<file path="src/hw/fer_pkg.sv">
// Shared constants and types for the floating-point exception reporting unit.
package fer_pkg;

  // ----------------------------------------
  // Exception vectors
  // ----------------------------------------
  localparam logic [7:0] VEC_UD      = 8'h06;
  localparam logic [7:0] VEC_NM      = 8'h07;
  localparam logic [7:0] VEC_OVERRUN = 8'h09;
  localparam logic [7:0] VEC_GP      = 8'h0D;
  localparam logic [7:0] VEC_MF      = 8'h10;
  localparam logic [7:0] VEC_AC      = 8'h11;

  // ----------------------------------------
  // Privilege and reset values
  // ----------------------------------------
  localparam logic [1:0] PRIV_USER   = 2'h3;
  localparam logic       RST_FLAG    = 1'h0;
  localparam logic [7:0] RST_VECTOR  = 8'h00;

  // ----------------------------------------
  // Operation classes
  // ----------------------------------------
  typedef enum logic [2:0] {
    OP_OTHER = 3'h0,
    OP_SQRT  = 3'h1,
    OP_DIV   = 3'h2,
    OP_PREM  = 3'h3,
    OP_PREM1 = 3'h4,
    OP_SCALE = 3'h5,
    OP_CONV  = 3'h6,
    OP_LDENV = 3'h7
  } fer_op_t;

  // ----------------------------------------
  // State machines
  // ----------------------------------------
  typedef enum logic {
    ERR_IDLE = 1'b0,
    ERR_PEND = 1'b1
  } fer_err_t;

  typedef enum logic [1:0] {
    PRB_IDLE  = 2'b00,
    PRB_FIRST = 2'b01,
    PRB_LAST  = 2'b11
  } fer_probe_t;

endpackage : fer_pkg

</file>
<file path="src/hw/fer_env_probe.sv">
// Probe of the first and last environment bytes before an environment load commits.
`timescale 1ns/1ns
module fer_env_probe (
  // Clock and reset
  input  wire logic core_clk,
  input  wire logic srst,
  // Control
  input  wire logic start,
  // Memory probe
  output logic      rd_req_q,
  output logic      rd_last_q,
  input  wire logic rd_ack,
  input  wire logic rd_fault,
  // Result
  output logic      commit_q,
  output logic      abort_q
);

  fer_pkg::fer_probe_t st_q, st_d;
  logic                rd_req_d, rd_last_d, commit_d, abort_d;

  always_comb begin
    st_d      = st_q;
    rd_req_d  = rd_req_q;
    rd_last_d = rd_last_q;
    commit_d  = 1'b0;
    abort_d   = 1'b0;
    unique case (st_q)
      fer_pkg::PRB_IDLE: begin
        if (start) begin
          st_d      = fer_pkg::PRB_FIRST;
          rd_req_d  = 1'b1;
          rd_last_d = 1'b0;
        end
      end
      fer_pkg::PRB_FIRST: begin
        if (rd_fault) begin
          st_d     = fer_pkg::PRB_IDLE;
          rd_req_d = 1'b0;
          abort_d  = 1'b1;
        end else if (rd_ack) begin
          st_d      = fer_pkg::PRB_LAST;
          rd_last_d = 1'b1;
        end
      end
      fer_pkg::PRB_LAST: begin
        st_d      = fer_pkg::PRB_IDLE;
        rd_req_d  = (rd_fault || rd_ack) ? 1'b0 : 1'b1;
        rd_last_d = (rd_fault || rd_ack) ? 1'b0 : 1'b1;
        if (rd_fault) begin
          abort_d  = 1'b1;
        end else if (rd_ack) begin
          commit_d = 1'b1;
        end else begin
          st_d     = fer_pkg::PRB_LAST;
        end
      end
      default: begin
        st_d     = fer_pkg::PRB_IDLE;
        rd_req_d = 1'b0;
      end
    endcase
  end

  always_ff @(posedge core_clk) begin
    if (srst) begin
      st_q      <= fer_pkg::PRB_IDLE;
      rd_req_q  <= fer_pkg::RST_FLAG;
      rd_last_q <= fer_pkg::RST_FLAG;
      commit_q  <= fer_pkg::RST_FLAG;
      abort_q   <= fer_pkg::RST_FLAG;
    end else begin
      st_q      <= st_d;
      rd_req_q  <= rd_req_d;
      rd_last_q <= rd_last_d;
      commit_q  <= commit_d;
      abort_q   <= abort_d;
    end
  end
endmodule : fer_env_probe

</file>
<file path="src/hw/fer_exc_unit.sv">
// Floating-point exception detection and reporting unit.
`timescale 1ns/1ns
module fer_exc_unit (
  // Clock and reset
  input  wire logic             core_clk,
  input  wire logic             srst,
  // Control state
  input  wire logic             task_switched_flag,
  input  wire logic             emulation_flag,
  input  wire logic             ac_enable,
  input  wire logic [1:0]       cpl,
  // Instruction issue
  input  wire logic             issue_valid,
  input  wire fer_pkg::fer_op_t issue_op,
  input  wire logic             issue_undef,
  input  wire logic [15:0]      issue_cs,
  input  wire logic [31:0]      issue_ip,
  input  wire logic             issue_beyond_limit,
  input  wire logic             issue_misaligned,
  input  wire logic             issue_stack_part,
  input  wire logic             issue_overrun,
  input  wire logic             issue_denormal,
  // Fault report
  output logic                  fault_valid_q,
  output logic [7:0]            fault_vector_q,
  output logic [15:0]           fault_cs_q,
  output logic [31:0]           fault_ip_q,
  output logic                  abort_q,
  // Execution start
  output logic                  exec_start_q,
  output fer_pkg::fer_op_t      exec_op_q,
  output logic                  normalize_q,
  output logic                  rem_nearest_q,
  // Environment probe
  output logic                  env_rd_req_q,
  output logic                  env_rd_last_q,
  input  wire logic             env_rd_ack,
  input  wire logic             env_rd_fault,
  output logic                  env_commit_q,
  output logic                  env_abort_q,
  // Completion
  input  wire logic             done_valid,
  input  wire fer_pkg::fer_op_t done_op,
  input  wire logic             done_unmasked_exc,
  input  wire logic             done_inexact,
  input  wire logic             done_masked_uf,
  input  wire logic             done_underflow,
  input  wire logic             done_st1_frac,
  input  wire logic [2:0]       done_quot,
  input  wire logic             err_clear,
  // Status
  output logic                  fp_error_out_q,
  output logic                  precision_q,
  output logic                  underflow_q,
  output logic                  scale_hold_q,
  output logic                  cc_valid_q,
  output logic                  cc0_q,
  output logic                  cc1_q,
  output logic                  cc3_q
);

  // ----------------------------------------
  // Helpers
  // ----------------------------------------
  function automatic logic norm_op(input fer_pkg::fer_op_t op);
    norm_op = (op == fer_pkg::OP_SQRT) || (op == fer_pkg::OP_DIV) ||
              (op == fer_pkg::OP_PREM) || (op == fer_pkg::OP_CONV);
  endfunction : norm_op

  // ----------------------------------------
  // Fault selection
  // ----------------------------------------
  fer_pkg::fer_err_t err_q, err_d;
  logic              arb_take;
  logic [7:0]        arb_vector;
  logic              arb_abort;
  logic              issue_runs;

  fer_fault_arb u_arb (
    .task_switched_flag (task_switched_flag),
    .emulation_flag     (emulation_flag),
    .ac_enable          (ac_enable),
    .cpl                (cpl),
    .err_pending        (err_q == fer_pkg::ERR_PEND),
    .undef              (issue_undef),
    .beyond_limit       (issue_beyond_limit),
    .misaligned         (issue_misaligned),
    .stack_part         (issue_stack_part),
    .overrun            (issue_overrun),
    .take               (arb_take),
    .vector             (arb_vector),
    .abort              (arb_abort)
  );

  assign issue_runs = issue_valid && !arb_take && !arb_abort;

  // ----------------------------------------
  // Environment probe
  // ----------------------------------------
  fer_env_probe u_probe (
    .core_clk  (core_clk),
    .srst      (srst),
    .start     (issue_runs && issue_op == fer_pkg::OP_LDENV),
    .rd_req_q  (env_rd_req_q),
    .rd_last_q (env_rd_last_q),
    .rd_ack    (env_rd_ack),
    .rd_fault  (env_rd_fault),
    .commit_q  (env_commit_q),
    .abort_q   (env_abort_q)
  );

  // ----------------------------------------
  // Issue side
  // ----------------------------------------
  logic             fault_valid_d, abort_d, exec_start_d, normalize_d, rem_nearest_d;
  logic [7:0]       fault_vector_d;
  logic [15:0]      fault_cs_d;
  logic [31:0]      fault_ip_d;
  fer_pkg::fer_op_t exec_op_d;

  always_comb begin
    fault_valid_d  = issue_valid && arb_take;
    fault_vector_d = fault_vector_q;
    fault_cs_d     = fault_cs_q;
    fault_ip_d     = fault_ip_q;
    abort_d        = issue_valid && arb_abort;
    exec_start_d   = issue_runs && issue_op != fer_pkg::OP_LDENV;
    exec_op_d      = exec_op_q;
    normalize_d    = 1'b0;
    rem_nearest_d  = 1'b0;
    if (issue_valid && arb_take) begin
      // Faults are reported on this port; pending errors also reach an interrupt controller via fp_error_out_q.
      fault_vector_d = arb_vector;
      fault_cs_d     = issue_cs;
      fault_ip_d     = issue_ip;
    end
    if (issue_runs) begin
      exec_op_d     = issue_op;
      normalize_d   = issue_denormal && norm_op(issue_op);
      rem_nearest_d = issue_op == fer_pkg::OP_PREM1;
    end
  end

  always_ff @(posedge core_clk) begin
    if (srst) begin
      fault_valid_q  <= fer_pkg::RST_FLAG;
      fault_vector_q <= fer_pkg::RST_VECTOR;
      fault_cs_q     <= '0;
      fault_ip_q     <= '0;
      abort_q        <= fer_pkg::RST_FLAG;
      exec_start_q   <= fer_pkg::RST_FLAG;
      exec_op_q      <= fer_pkg::OP_OTHER;
      normalize_q    <= fer_pkg::RST_FLAG;
      rem_nearest_q  <= fer_pkg::RST_FLAG;
    end else begin
      fault_valid_q  <= fault_valid_d;
      fault_vector_q <= fault_vector_d;
      fault_cs_q     <= fault_cs_d;
      fault_ip_q     <= fault_ip_d;
      abort_q        <= abort_d;
      exec_start_q   <= exec_start_d;
      exec_op_q      <= exec_op_d;
      normalize_q    <= normalize_d;
      rem_nearest_q  <= rem_nearest_d;
    end
  end

  // ----------------------------------------
  // Pending error and completion flags
  // ----------------------------------------
  logic precision_d, underflow_d, scale_hold_d, cc_valid_d, cc0_d, cc1_d, cc3_d;

  always_comb begin
    err_d        = err_q;
    precision_d  = precision_q;
    underflow_d  = underflow_q;
    scale_hold_d = scale_hold_q;
    cc_valid_d   = 1'b0;
    cc0_d        = cc0_q;
    cc1_d        = cc1_q;
    cc3_d        = cc3_q;
    unique case (err_q)
      fer_pkg::ERR_IDLE: begin
        if (done_valid && done_unmasked_exc) begin
          err_d = fer_pkg::ERR_PEND;
        end
      end
      fer_pkg::ERR_PEND: begin
        // A new unmasked completion in the clear cycle keeps the error pending.
        if (err_clear && !(done_valid && done_unmasked_exc)) begin
          err_d = fer_pkg::ERR_IDLE;
        end
      end
    endcase
    if (done_valid) begin
      underflow_d  = done_underflow;
      precision_d  = done_inexact;
      scale_hold_d = 1'b0;
      if (done_op == fer_pkg::OP_SCALE) begin
        precision_d  = done_inexact || done_masked_uf;
        scale_hold_d = done_st1_frac;
      end
      if (done_op == fer_pkg::OP_PREM) begin
        cc_valid_d = 1'b1;
        cc0_d      = done_quot[2];
        cc3_d      = done_quot[1];
        cc1_d      = done_quot[0];
      end
    end
  end

  always_ff @(posedge core_clk) begin
    if (srst) begin
      err_q          <= fer_pkg::ERR_IDLE;
      fp_error_out_q <= fer_pkg::RST_FLAG;
      precision_q    <= fer_pkg::RST_FLAG;
      underflow_q    <= fer_pkg::RST_FLAG;
      scale_hold_q   <= fer_pkg::RST_FLAG;
      cc_valid_q     <= fer_pkg::RST_FLAG;
      cc0_q          <= fer_pkg::RST_FLAG;
      cc1_q          <= fer_pkg::RST_FLAG;
      cc3_q          <= fer_pkg::RST_FLAG;
    end else begin
      err_q          <= err_d;
      fp_error_out_q <= err_d == fer_pkg::ERR_PEND;
      precision_q    <= precision_d;
      underflow_q    <= underflow_d;
      scale_hold_q   <= scale_hold_d;
      cc_valid_q     <= cc_valid_d;
      cc0_q          <= cc0_d;
      cc1_q          <= cc1_d;
      cc3_q          <= cc3_d;
    end
  end
endmodule : fer_exc_unit

</file>
<file path="src/hw/fer_fault_arb.sv">
// Fault priority selection for one issued floating-point instruction.
`timescale 1ns/1ns
module fer_fault_arb (
  // Control state
  input  wire logic       task_switched_flag,
  input  wire logic       emulation_flag,
  input  wire logic       ac_enable,
  input  wire logic [1:0] cpl,
  input  wire logic       err_pending,
  // Instruction attributes
  input  wire logic       undef,
  input  wire logic       beyond_limit,
  input  wire logic       misaligned,
  input  wire logic       stack_part,
  input  wire logic       overrun,
  // Selection
  output logic            take,
  output logic [7:0]      vector,
  output logic            abort
);

  always_comb begin
    take   = 1'b0;
    vector = fer_pkg::RST_VECTOR;
    abort  = 1'b0;
    if (task_switched_flag || emulation_flag) begin
      take   = 1'b1;
      vector = fer_pkg::VEC_NM;
    end else if (undef) begin
      // Pending errors are not looked at for an undefined opcode.
      take   = 1'b1;
      vector = fer_pkg::VEC_UD;
    end else if (err_pending) begin
      take   = 1'b1;
      vector = fer_pkg::VEC_MF;
    end else if (beyond_limit) begin
      take   = 1'b1;
      vector = fer_pkg::VEC_GP;
    end else if (ac_enable && cpl == fer_pkg::PRIV_USER && misaligned && !stack_part) begin
      take   = 1'b1;
      vector = fer_pkg::VEC_AC;
    end else if (overrun) begin
      abort  = 1'b1;
    end
  end

endmodule : fer_fault_arb

</file>
<file path="config.mk">
export PLATFORM = sky130hd
export DESIGN_NAME = fer_exc_unit
export DESIGN_NICKNAME = d
export VERILOG_FILES = /design/src/hw/fer_pkg.sv /design/src/hw/fer_env_probe.sv /design/src/hw/fer_exc_unit.sv /design/src/hw/fer_fault_arb.sv
export SDC_FILE = /design/constraint.sdc
export NUM_CORES = 1
export LEC_CHECK = 0
export BUFFER_PORTS_ARGS = -buffer_cell sky130_fd_sc_hd__buf_2
export CAP_MARGIN = 10
export CORE_UTILIZATION = 49
export DETAILED_ROUTE_END_ITERATION = 8
export PLACE_DENSITY = 0.91
export SETUP_SLACK_MARGIN = 0.4
export SYNTH_ARGS = -nofsm -noshare
export SYNTH_HDL_FRONTEND = slang
export SYNTH_SLANG_ARGS = --single-unit
</file>
<file path="constraint.sdc">
create_clock -name core_clk -period 2.8 [get_ports core_clk]
set_input_delay 0.14 -clock core_clk [delete_from_list [all_inputs] [get_ports core_clk]]
set_output_delay 0.14 -clock core_clk [all_outputs]
set_load 0.005 [all_outputs]
</file>
# Word level (Yosys, flattened, before mapping)

Cells that the tools add are included.

RAM bits: 0
Word-level logic and storage cells: 115
Input bits: 80
Memories: 0
ROM bits: 0
Bits in latches: 0
Flip-flop bits (word level): 78

Magnitude comparators: 0
Mux-type cells: 38
Shifts and indexed selects: 0
Equality and inequality tests: 17
Bitwise operators: 5
Div/mod/pow operators: 0
Add/sub/neg operators: 0
Multiply operators: 0
Reduce and logical (&&, ||, !) cells: 33

Operators with widths:

| operator                                      | number |
|---|---|
| 2-to-1 mux 8 bit                              | 4 |
| 2-to-1 mux 1 bit                              | 24 |
| == test 3 bit, second input constant          | 4 |
| logical AND 1 bit                             | 12 |
| 2-to-1 mux 2 bit                              | 5 |
| == test 3 x 2 -> 1 bit, second input constant | 3 |
| OR reduction 2 bit                            | 4 |
| logical OR 1 bit                              | 6 |
| != test 2 bit, second input constant          | 3 |
| != test 3 bit, second input constant          | 2 |
| case mux 1 bit (3 select lines)               | 2 |
| case mux 2 bit (3 select lines)               | 1 |
| AND reduction 2 bit                           | 3 |
| 2-to-1 mux 5 bit                              | 1 |
| NOT 1 bit                                     | 5 |
| == test 2 bit, second input constant          | 2 |
| logical NOT 1 bit                             | 4 |
| AND reduction 4 bit                           | 1 |
| == test 3 x 1 -> 1 bit, second input constant | 1 |
| nonzero test 3 bit                            | 1 |
| OR reduction 3 bit                            | 1 |
| == test 2 x 1 -> 1 bit, second input constant | 1 |
| logical NOT 2 bit                             | 1 |
| != test 2 x 1 -> 1 bit, second input constant | 1 |
| case mux 1 bit (2 select lines)               | 1 |

# Logic depth before layout (Yosys ltp)

Gate-level depths: netlist (run 1).

Word-level depth: 15
Mapped depth: 7
Depth with buffers taken out: 6

# Cells and area by module

A second synthesis (run 1) with hierarchy kept.

Cell total of the unflattened synthesis: 379
Area, all modules: 3,539.6 um^2

Modules (own cells, without submodules):

| module        | times used | cells each | sequential area each (um^2) | area each (um^2) |
|---|---|---|---|---|
| fer_exc_unit  | 1          | 320        | 1,441.4                     | 3,057.9 |
| fer_env_probe | 1          | 41         | 120.1                       | 364.1 |
| fer_fault_arb | 1          | 18         | 0.0                         | 117.6 |

# Worst setup path before layout (run 1)

Ideal clock, no wire load.

Path type: register -> register
From: register err_q
To: register fault_vector_q[2]
Clock period less this slack: 1.742 ns
Arrival time: 1.610 ns
Setup time: 0.132 ns
Cell stages (with the launch flop): 7
Path buffers: 2
Slack: 1.058 ns
Required time: 2.668 ns
Cells stage by stage: dfxtp_1 > or4_4 > a211o_1 > buf_6 > buf_6 > a21oi_1 > nor3b_1

Word-level cells in the longest chain between the ends: 4
Elaborated cells on any way between the ends: 7

RTL lines:

| item                   | line                | source |
|---|---|---|
| start, declared        | fer_exc_unit.sv:73  | `fer_pkg::fer_err_t err_q, err_d;` |
| start signal, assigned | fer_exc_unit.sv:214 | `err_q <= fer_pkg::ERR_IDLE;` |
| start signal, assigned | fer_exc_unit.sv:224 | `err_q <= err_d;` |
| 2-to-1 mux 1 bit       | fer_fault_arb.sv:33 | `end else if (err_pending) begin` |
| 2-to-1 mux 1 bit       | fer_fault_arb.sv:29 | `end else if (undef) begin` |
| 2-to-1 mux 1 bit       | fer_fault_arb.sv:26 | `if (task_switched_flag \|\| emulation_flag) begin` |
| logical AND 1 bit      | fer_exc_unit.sv:131 | `if (issue_valid && arb_take) begin` |
| end signal, assigned   | fer_exc_unit.sv:147 | `fault_vector_q <= fer_pkg::RST_VECTOR;` |
| end signal, assigned   | fer_exc_unit.sv:157 | `fault_vector_q <= fault_vector_d;` |
| end, declared          | fer_exc_unit.sv:25  | `output logic [7:0] fault_vector_q,` |

Several ways; a longest one is shown, not always the timed one.
A chain may end at the register's enable or synchronous reset.

# Worst setup path after layout (run 1)

From: register err_q
To: register fault_vector_q[1]

Same word-level chain as after synthesis.

==> summary.txt, run 1 <==
gr ovfl total: 0
PD cells: 589 nW/um^2
Root Buffer: clkbuf_8
startpoint types: flop
Tcrit/Tclk final: 75.7%
clk slew on worst S/H paths: 80 ps
H-tree levels: 3
Metal-1 WL: 3320 um
fraction of layout cells with a size suffix above 1: 36.1%
Clock Path Buffers: 2
Final Max Tran Viols: 0
Final #Nets: 578
Area Overhead vs Synth: 31.9%
drt drc: 0
outcome: complete, no violations
total wire length: 8140 um
Clock Latency Late Sink: 330 ps
final hold viol count: 0
initial antenna violation count: 0
largest net degree at the start of global routing: 53
Initial Util: 51.7%
sequential element share of the synthesized area: 48.5%
placed cell count: 558
maximum VDD drop: 0.392 mV
Slew headroom: 58.8%
wire per inst: 14.2 um
initial drt markers: 166
flop and latch count out of synthesis: 75
total of warnings raised by yosys: 0
IO buf count: 152
global-route wire length before repair: 12800 um
worst hold path type: in2reg
Post-synth ARST share: 0%
fill cell count: 485
die height: 81.5 um
GRT Overall Usage: 25.1%
Worst Setup End Kind: flop
Post-Layout Cell Count: 574
GPL Wtd Cong: 0.857
Synth Flop Type: dfxtp_1
post_cts resized: 0
Final TNS setup: 0 ps
full die area: 6640 sq um
max_cap viols: 0
CTS Sinks: 75
RSZ-0062 raised after global routing: false
Syn Inst Count: 358
Routed met3 length: 548 um
Ant. Diodes: 0
metal2 WL: 4100 um
Top Metal Used: met4
via count: 3164
HPWL after DPL: 5640 um
Setup Crit Path Kind: reg2reg
postcts setup bufs: 0
Avg Cell Area, Syn: 8.65 sq um
Leak Pwr: 1.88 nW
CP Max Fanout: 42
Post-synth EDFFs: 0
post-synthesis cell type count: 41
post-route antenna net violation count: 0
Worst EP arrival: 2300 ps
CTS buffer count: 9
final setup fails: 0
First-pass DRT Iterations: 5
I/O pin cnt: 156
Tmin final: 2120 ps
CTS Hold Bufs: 0
area of the core: 5990 sq um
DR vias/cell: 5.51
Die Wd: 81.5 um
final clock skew: 8.36 ps
vias in the first global route: 2840
Rows: 28
slew of the pin with the lowest slew margin: 619 ps
CTS tree: built
WP data required: 2980 ps
Mapped Area: 3100 sq um
Fmax: 472 MHz
-- layer usage --
layer	vias to the layer above	track usage (%)
li1	1550	-
met5	-	0
met3	16	5.67
met1	1463	27.9
met2	135	44.1
met4	0	13.6
-- worst max-delay path, stage by stage (launching register included) --
cell and delay [ps]:
dfxtp_1 360, or4_4 570, a211o_1 410, buf_4 320, a21oi_1 220, a311oi_2 60
-- cells in the mapped netlist (4+ instances only) --
| library cell | instances | share of area, % |
|---|---|---|
| ha_1 | 4 | 1.6 |
| buf_1 | 5 | 0.61 |
| dfxtp_1 | 75 | 48 |
| a21oi_1 | 62 | 10 |
| clkbuf_1 | 15 | 1.8 |
| nor2_1 | 11 | 1.3 |
| o21ai_0 | 54 | 8.7 |
| buf_2 | 9 | 1.5 |
| nand2b_1 | 5 | 1.0 |
| inv_1 | 6 | 0.73 |
| mux2i_1 | 8 | 2.6 |
| nor3_1 | 5 | 0.81 |
| nor3b_1 | 4 | 0.97 |
| nand3_1 | 49 | 7.9 |
| nand2_1 | 10 | 1.2 |
| or3_1 | 4 | 0.81 |
-- sequential cells by signal, summed over array words and instances (netlist names), 2 cells and up --
register,cells
fault_ip_q,32
fault_cs_q,16
fault_vector_q,5
exec_op_q,3
u_probe.st_q,2
-- cell families after synthesis --
| logic type | Yosys count | synth area share (%) |
|---|---|---|
| AO/OA/AOI/OAI | 132 | 24.2 |
| adder cells (fa/ha/maj) | 4 | 1.62 |
| buffers and inverters | 41 | 6.22 |
| flip-flops | 75 | 48.5 |
| multiplexers | 8 | 2.59 |
| other | 1 | 0.121 |
| AND/OR/NAND/NOR | 97 | 16.7 |
-- per-stage QoR --
step	hold WS (ps)	instance area, sq um	total power [mW]	utilization, %	worst slack [ps]
2_1_floorplan	211	3100	1.29	-	1060
3_3_place_gp	363	3830	1.41	64.0	720
3_5_place_dp	383	3830	1.42	64.0	699
4_1_cts	17.2	4080	2.43	68.2	687
5_1_grt	16.6	4080	2.51	68.2	574
6_report	35.3	4080	2.41	68.2	680
-- cell type report --
cell class	count	area, sq um	area share [%]
clock buffer	10	138	3.37
clock inverter	6	113	2.76
inverter	6	22.5	0.551
multi-input combinational	244	1410	34.5
sequential	75	1500	36.8
tap	75	93.8	2.30
timing repair buffer	158	806	19.7
-- where the power goes --
part	leakage [nW]	switching (mW)	internal, mW
clock network	0.115	0.396	0.616
logic	1.15	0.138	0.119
registers	0.615	0.0219	1.11
-- cell usage in the layout (no fill, tap or decap), types with 3 or more instances in the layout --
master      count
mux2i_1         8
ha_1            4
buf_4           6
nand2_1        10
conb_1          3
or3_1           4
nor3_1          5
a21oi_1        62
nor3b_1         4
inv_1           6
o21ai_0        54
nand3_1        49
nor2_1         11
clkbuf_8       10
clkinvlp_4      3
buf_2         152
dfxtp_1        75
bufinv_16       3
nand2b_1        5
-- worst paths after layout --
path,from,end,slack (ps),cells past startpoint
max,err_q,fault_vector_q[1],680,5
min,issue_denormal,normalize_q,40,3
max reg2reg,err_q,fault_vector_q[1],680,5
min reg2reg,u_probe.rd_last_q,u_probe.rd_last_q,460,2
Power figures use the tool's default switching activity.
==> run 2: changes to the inputs <==
--- a/config.mk
+++ b/config.mk
@@ -7,9 +7,9 @@
 export LEC_CHECK = 0
 export BUFFER_PORTS_ARGS = -buffer_cell sky130_fd_sc_hd__buf_2
 export CAP_MARGIN = 10
-export CORE_UTILIZATION = 49
+export CORE_UTILIZATION = 41
 export DETAILED_ROUTE_END_ITERATION = 8
-export PLACE_DENSITY = 0.91
+export PLACE_DENSITY = 0.82
 export SETUP_SLACK_MARGIN = 0.4
 export SYNTH_ARGS = -nofsm -noshare
 export SYNTH_HDL_FRONTEND = slang
==> constraint.sdc (replaced) <==
create_clock -name core_clk -period 1.94 [get_ports core_clk]
set_input_delay 0.097 -clock core_clk [delete_from_list [all_inputs] [get_ports core_clk]]
set_output_delay 0.097 -clock core_clk [all_outputs]
set_load 0.005 [all_outputs]
==> summary.txt, run 2 (same netlist as run 1, synthesis figures left out) <==
H-tree levels: 3
gr ovfl total: 0
CTS Sinks: 75
final setup fails: 0
die height: 88.9 um
GRT Overall Usage: 23.4%
fraction of layout cells with a size suffix above 1: 39.6%
largest net degree at the start of global routing: 53
via count: 3453
WHS Path Cells: 3
Area Overhead vs Synth: 54.5%
outcome: complete, no violations
Initial Util: 42.5%
Final Max Tran Viols: 0
WP data required: 2120 ps
Top reg by flops: fault_ip_q
post-route antenna net violation count: 0
Root Buffer: clkbuf_8
HPWL after DPL: 5720 um
final clock skew: 5.39 ps
CP max stage delay: 450 ps
Flop pwr share: 47.5%
Clock Path Buffers: 2
global-route wire length before repair: 14300 um
PD cells: 721 nW/um^2
DR vias/cell: 5.31
Pint: 2.64 mW
worst setup margin: 298 ps
commonest non-fill, non-tap cells in the layout: buf_2, dfxtp_1, a21oi_1
area of the core: 7290 sq um
CTS buffer count: 9
IO buf count: 152
I/O pin cnt: 156
wire per inst: 15.0 um
clk slew on worst S/H paths: 70 ps
sw power: 0.809 mW
final hold viol count: 0
startpoint types: flop
CP Max Fanout: 6
GPL Wtd Cong: 0.856
worst hold path type: in2reg
CP max-delay cell: or4_4
Worst Setup End Kind: flop
Tmin final: 1640 ps
Slew headroom: 61.8%
switching part of the total power: 23.5%
clock group share of total power: 38.9%
Largest regs: fault_ip_q x32, fault_cs_q x16, fault_vector_q x5
Logic pwr share: 13.6%
Worst EP arrival: 1820 ps
max_cap viols: 0
reg2reg path depth: 5
Rows: 31
CP Cell Sequence: or4_4 -> a211o_4 -> buf_4 -> a21oi_2 -> a311oi_2
initial antenna violation count: 0
Clock Latency Late Sink: 340 ps
Final TNS setup: 0 ps
drt drc: 0
Final #Nets: 630
max reg flops: 32
Fmax: 609 MHz
Hold WS: 18.0 ps
Ant. Diodes: 0
Setup Crit Path Kind: reg2reg
DP Worst Slack: 193 ps
Leak Pwr: 2.16 nW
final core occ: 65.6%
vias in the first global route: 3177
First-pass DRT Iterations: 5
full die area: 7900 sq um
RSZ-0062 raised after global routing: true
slew of the pin with the lowest slew margin: 573 ps
total wire length: 9760 um
CTS tree: built
Worst path top cell family by delay: compound AO/OA/AOI/OAI gates
initial drt markers: 175
most common cell after layout, fill and taps aside: buf_2
maximum VDD drop: 0.424 mV
Tcrit/Tclk final: 84.7%
Levels on crit path: 5
Bufs and invs on worst path: 1
Die Wd: 88.9 um
run 2: cell types whose count changed in the layout (fill, tap and decap cells not counted), moves of 3 or more:
cell	previous run	this run
dlygate4sd3_1	0	33
buf_4	6	17
a21oi_1	62	59
clkbuf_16	0	3
dfxtp_1	75	72
dfxtp_4	0	3
ha_1	4	1
ha_4	0	3
run 2: final timing paths:
| path | from | to | slack (ps) |
|---|---|---|---|
| setup / recovery | err_q | fault_vector_q[1] | 300 |
| hold / removal | issue_ip[15] | fault_ip_q[15] | 20 |
| setup reg to reg | err_q | fault_vector_q[1] | 300 |
| hold reg to reg | u_probe.rd_req_q | u_probe.rd_req_q | 470 |
run 2: through the flow:
step                area [sq um]  cells  power (mW)
floorplan                   3110    360        1.86
global placement            3910    584        2.05
detailed placement          3910    584        2.06
CTS                         4620    642        3.46
global route                4780    650        3.61
finish                      4780    650        3.45
run 2: power groups by stage:
| stage | combinational, mW | sequential [mW] | clock, mW |
|---|---|---|---|
| floorplan | 0.178 | 1.68 | 0 |
| global placement | 0.373 | 1.67 | 0 |
| detailed placement | 0.383 | 1.68 | 0 |
| CTS | 0.448 | 1.64 | 1.38 |
| global route | 0.518 | 1.65 | 1.45 |
| finish | 0.470 | 1.64 | 1.34 |
run 2: tightest hold or removal path, stage by stage:
cell     delay [ps]
buf_2            90
nand3_1          50
a21oi_1          60
run 2: timing repair:
action	4_1_cts	5_1_grt
pin swaps	8	11
setup buffers	9	4
hold buffers	33	0
resized for setup	20	10
endpoints found under the hold margin	31	0
cloned	0	4
setup endpoints to repair	57	59
run 2: layout make-up:
cell class,instances,area [sq um]
clock buffer,12,155
clock inverter,4,72.6
fill,613,2510
inverter,6,25.0
multi-input combinational,244,1520
sequential,75,1510
tap,99,124
timing repair buffer,210,1370
run 2: per-layer routing:
layer / vias to the layer above / part of all wire [%] / GRT usage [%] / wire length, um
met1: 1630 / 40 / 26.2 / 3910
met2: 142 / 51 / 41.6 / 5000
li1: 1657 / - / - / -
met3: 24 / 5.9 / 4.52 / 576
met4: 0 / 2.8 / 13.2 / 275
met5: - / 0 / 0 / 0
==> run 3: changes to the inputs <==
--- a/config.mk
+++ b/config.mk
@@ -5,11 +5,12 @@
 export SDC_FILE = /design/constraint.sdc
 export NUM_CORES = 1
 export LEC_CHECK = 0
+export ABC_AREA = 1
 export BUFFER_PORTS_ARGS = -buffer_cell sky130_fd_sc_hd__buf_2
 export CAP_MARGIN = 10
-export CORE_UTILIZATION = 41
+export CORE_UTILIZATION = 40
 export DETAILED_ROUTE_END_ITERATION = 8
-export PLACE_DENSITY = 0.82
+export PLACE_DENSITY = 0.81
 export SETUP_SLACK_MARGIN = 0.4
 export SYNTH_ARGS = -nofsm -noshare
 export SYNTH_HDL_FRONTEND = slang
==> constraint.sdc (replaced) <==
create_clock -name core_clk -period 1.4 [get_ports core_clk]
set_input_delay 0.07 -clock core_clk [delete_from_list [all_inputs] [get_ports core_clk]]
set_output_delay 0.07 -clock core_clk [all_outputs]
set_load 0.005 [all_outputs]
==> summary.txt, run 3 <==
outcome: complete, no violations
initial drt markers: 114
via count: 3269
WP data required: 1640 ps
post-synthesis cell type count: 32
worst r2r dst: fault_ip_q[0]
GR peak layer: met2
Final TNS setup: 0 ps
total of warnings raised by yosys: 0
Tcrit/Tclk final: 88.0%
Root Buffer: clkbuf_8
met1 GRT Util: 22.3%
xor and xnor area share after synthesis: 0%
reg2reg path depth: 7
total wire length: 9610 um
worst setup margin: 168 ps
top post-synthesis cells by count: nor2_1, dfxtp_1, o21ai_0
post-synthesis mux area share: 0%
main combinational cell family by area after synthesis: simple AND/OR/NAND/NOR gates
Top reg by flops: fault_ip_q
max reg flops: 32
Syn Inst Count: 365
Leak Pwr: 2.40 nW
GPL Wtd Cong: 0.720
HPWL after DPL: 5480 um
initial antenna violation count: 0
post-synth top area cell: dfxtp_1
CP max stage delay: 350 ps
sequential element share of the synthesized area: 50.8%
most area-consuming cells after synthesis: dfxtp_1, nor2_1, o21ai_0
First-pass DRT Iterations: 4
DP Worst Slack: 43.6 ps
Clock Latency Late Sink: 340 ps
Levels on crit path: 7
Hold WS: 8.85 ps
Clock Path Buffers: 2
CP Cell Sequence: nor2_4 -> nand2_4 -> nand2_8 -> inv_8 -> clkbuf_16 -> nor2_1 -> nor2_1
routing usage on met2: 44.0%
fraction of layout cells with a size suffix above 1: 44.3%
final setup fails: 0
DR vias/cell: 4.73
clk slew on worst S/H paths: 80 ps
Yosys top cell area share: 50.8%
Area Overhead vs Synth: 67.6%
maximum VDD drop: 0.521 mV
Final Max Tran Viols: 0
die height: 88.0 um
Largest regs: fault_ip_q x32, fault_cs_q x16, fault_vector_q x5
post-route antenna net violation count: 0
drt drc: 0
Rows: 30
Post-synth ARST share: 0%
complex-gate fraction of the synthesized area: 13.7%
IO buf count: 152
CP Max Fanout: 11
Avg Cell Area, Syn: 8.10 sq um
Synth Area in Simple Gates: 25.6%
CTS Sinks: 75
GRT Overall Usage: 22.7%
gr ovfl total: 0
Die Wd: 88.0 um
Mapped Area: 2960 sq um
most common cell after layout, fill and taps aside: buf_2
Fmax: 811 MHz
wire per inst: 13.9 um
CTS tree: built
CTS buffer count: 9
Post-synth EDFFs: 0
PD cells: 1000 nW/um^2
worst hold path type: in2reg
Worst EP arrival: 1470 ps
most used cell, CP: nor2_1
Bufs and invs on worst path: 2
H-tree levels: 3
M3 GR Usage: 5.56%
critical path endpoint: fault_ip_q[0]
RSZ-0062 raised after global routing: true
CP startpoint: err_q
Register-to-Register Setup Slack: 170 ps
final hold viol count: 0
I/O pin cnt: 156
Final #Nets: 673
Tmin final: 1230 ps
CP max-delay cell: dfxtp_4
Worst Setup End Kind: flop
area of the core: 6980 sq um
flop and latch count out of synthesis: 75
vias in the first global route: 3113
Initial Util: 42.3%
Synth Flop Type: dfxtp_1
final clock skew: 6.89 ps
startpoint types: flop
full die area: 7740 sq um
Worst R2R Start: err_q
Design Power: 4.97 mW
commonest non-fill, non-tap cells in the layout: buf_2, nor2_1, dfxtp_1
area share of fa/ha/maj cells after synthesis: 1.69%
Worst path top cell family by delay: simple AND/OR/NAND/NOR gates
most frequent cell after synthesis: nor2_1
largest net degree at the start of global routing: 36
global-route wire length before repair: 13600 um
max_cap viols: 0
Setup Crit Path Kind: reg2reg
## run 3: cell types whose count changed after synthesis, moves of 10 or more
cell	change
clkbuf_1	-10
a21oi_1	-53
o21ai_0	-21
nand2_1	+12
nor2_2	+24
inv_1	+10
nand3_1	-37
o21ai_1	+25
nor2_1	+92
## run 3: worst reg2reg max path, cell delays in order (launching register included)
cell and delay, ps:
dfxtp_4 350, nor2_4 140, nand2_4 90, nand2_8 120
inv_8 80, clkbuf_16 180, nor2_1 110, nor2_1 60
## run 3: per-layer routing
| metal | vias up | routed length [um] |
|---|---|---|
| met5 | - | 0 |
| met4 | 0 | 204 |
| met3 | 18 | 550 |
| met2 | 127 | 5070 |
| met1 | 1502 | 3780 |
| li1 | 1622 | - |
## run 3: worst min path at each step
stage                 startpoint  slack, ps  cells after the start        endpoint
finish              done_inexact          9                      3     precision_q
global route         issue_ip[0]         10                      3   fault_ip_q[0]
CTS                 issue_cs[10]          4                      3  fault_cs_q[10]
detailed placement   issue_op[1]        280                      2   rem_nearest_q
global placement     issue_op[1]        280                      2   rem_nearest_q
floorplan            issue_op[1]        150                      1   rem_nearest_q
## run 3: kinds of logic after synthesis
kind of cell / count (synthesis)
AO/OA/AOI/OAI: 76
adder cells (fa/ha/maj): 4
buffers and inverters: 39
flip-flops: 75
other: 1
AND/OR/NAND/NOR: 170
## run 3: where the power goes
| group | switching, mW | internal (mW) | total (mW) |
|---|---|---|---|
| logic | 0.465 | 0.526 | 0.990 |
| clock network | 0.810 | 0.801 | 1.61 |
| registers | 0.0958 | 2.27 | 2.37 |
| total | 1.37 | 3.60 | 4.97 |
## run 3: final cells by class
cell class,instances,area (sq um)
clock inverter,5,33.8
sequential,75,1510
clock buffer,11,163
fill,563,2030
timing repair buffer,231,1650
multi-input combinational,253,1390
tap,96,120
antenna,1,2.50
inverter,19,86.3
## run 3: per-stage QoR
stage	cell area (sq um)	instances	utilization, %
5_1_grt	4950	690	70.9
3_3_place_gp	3860	603	55.2
3_5_place_dp	3860	603	55.2
4_1_cts	4700	681	67.3
2_1_floorplan	3030	367	-
6_report	4950	691	70.9
## run 3: repair_timing
item                       in CTS  in global routing
buffers inserted                6                  3
hold endpoints to repair       54                  0
resized for setup              10                 34
hold buffers                   56                  0
cloned                          0                  6
pin swaps                       5                 11
setup endpoints to repair      63                 65
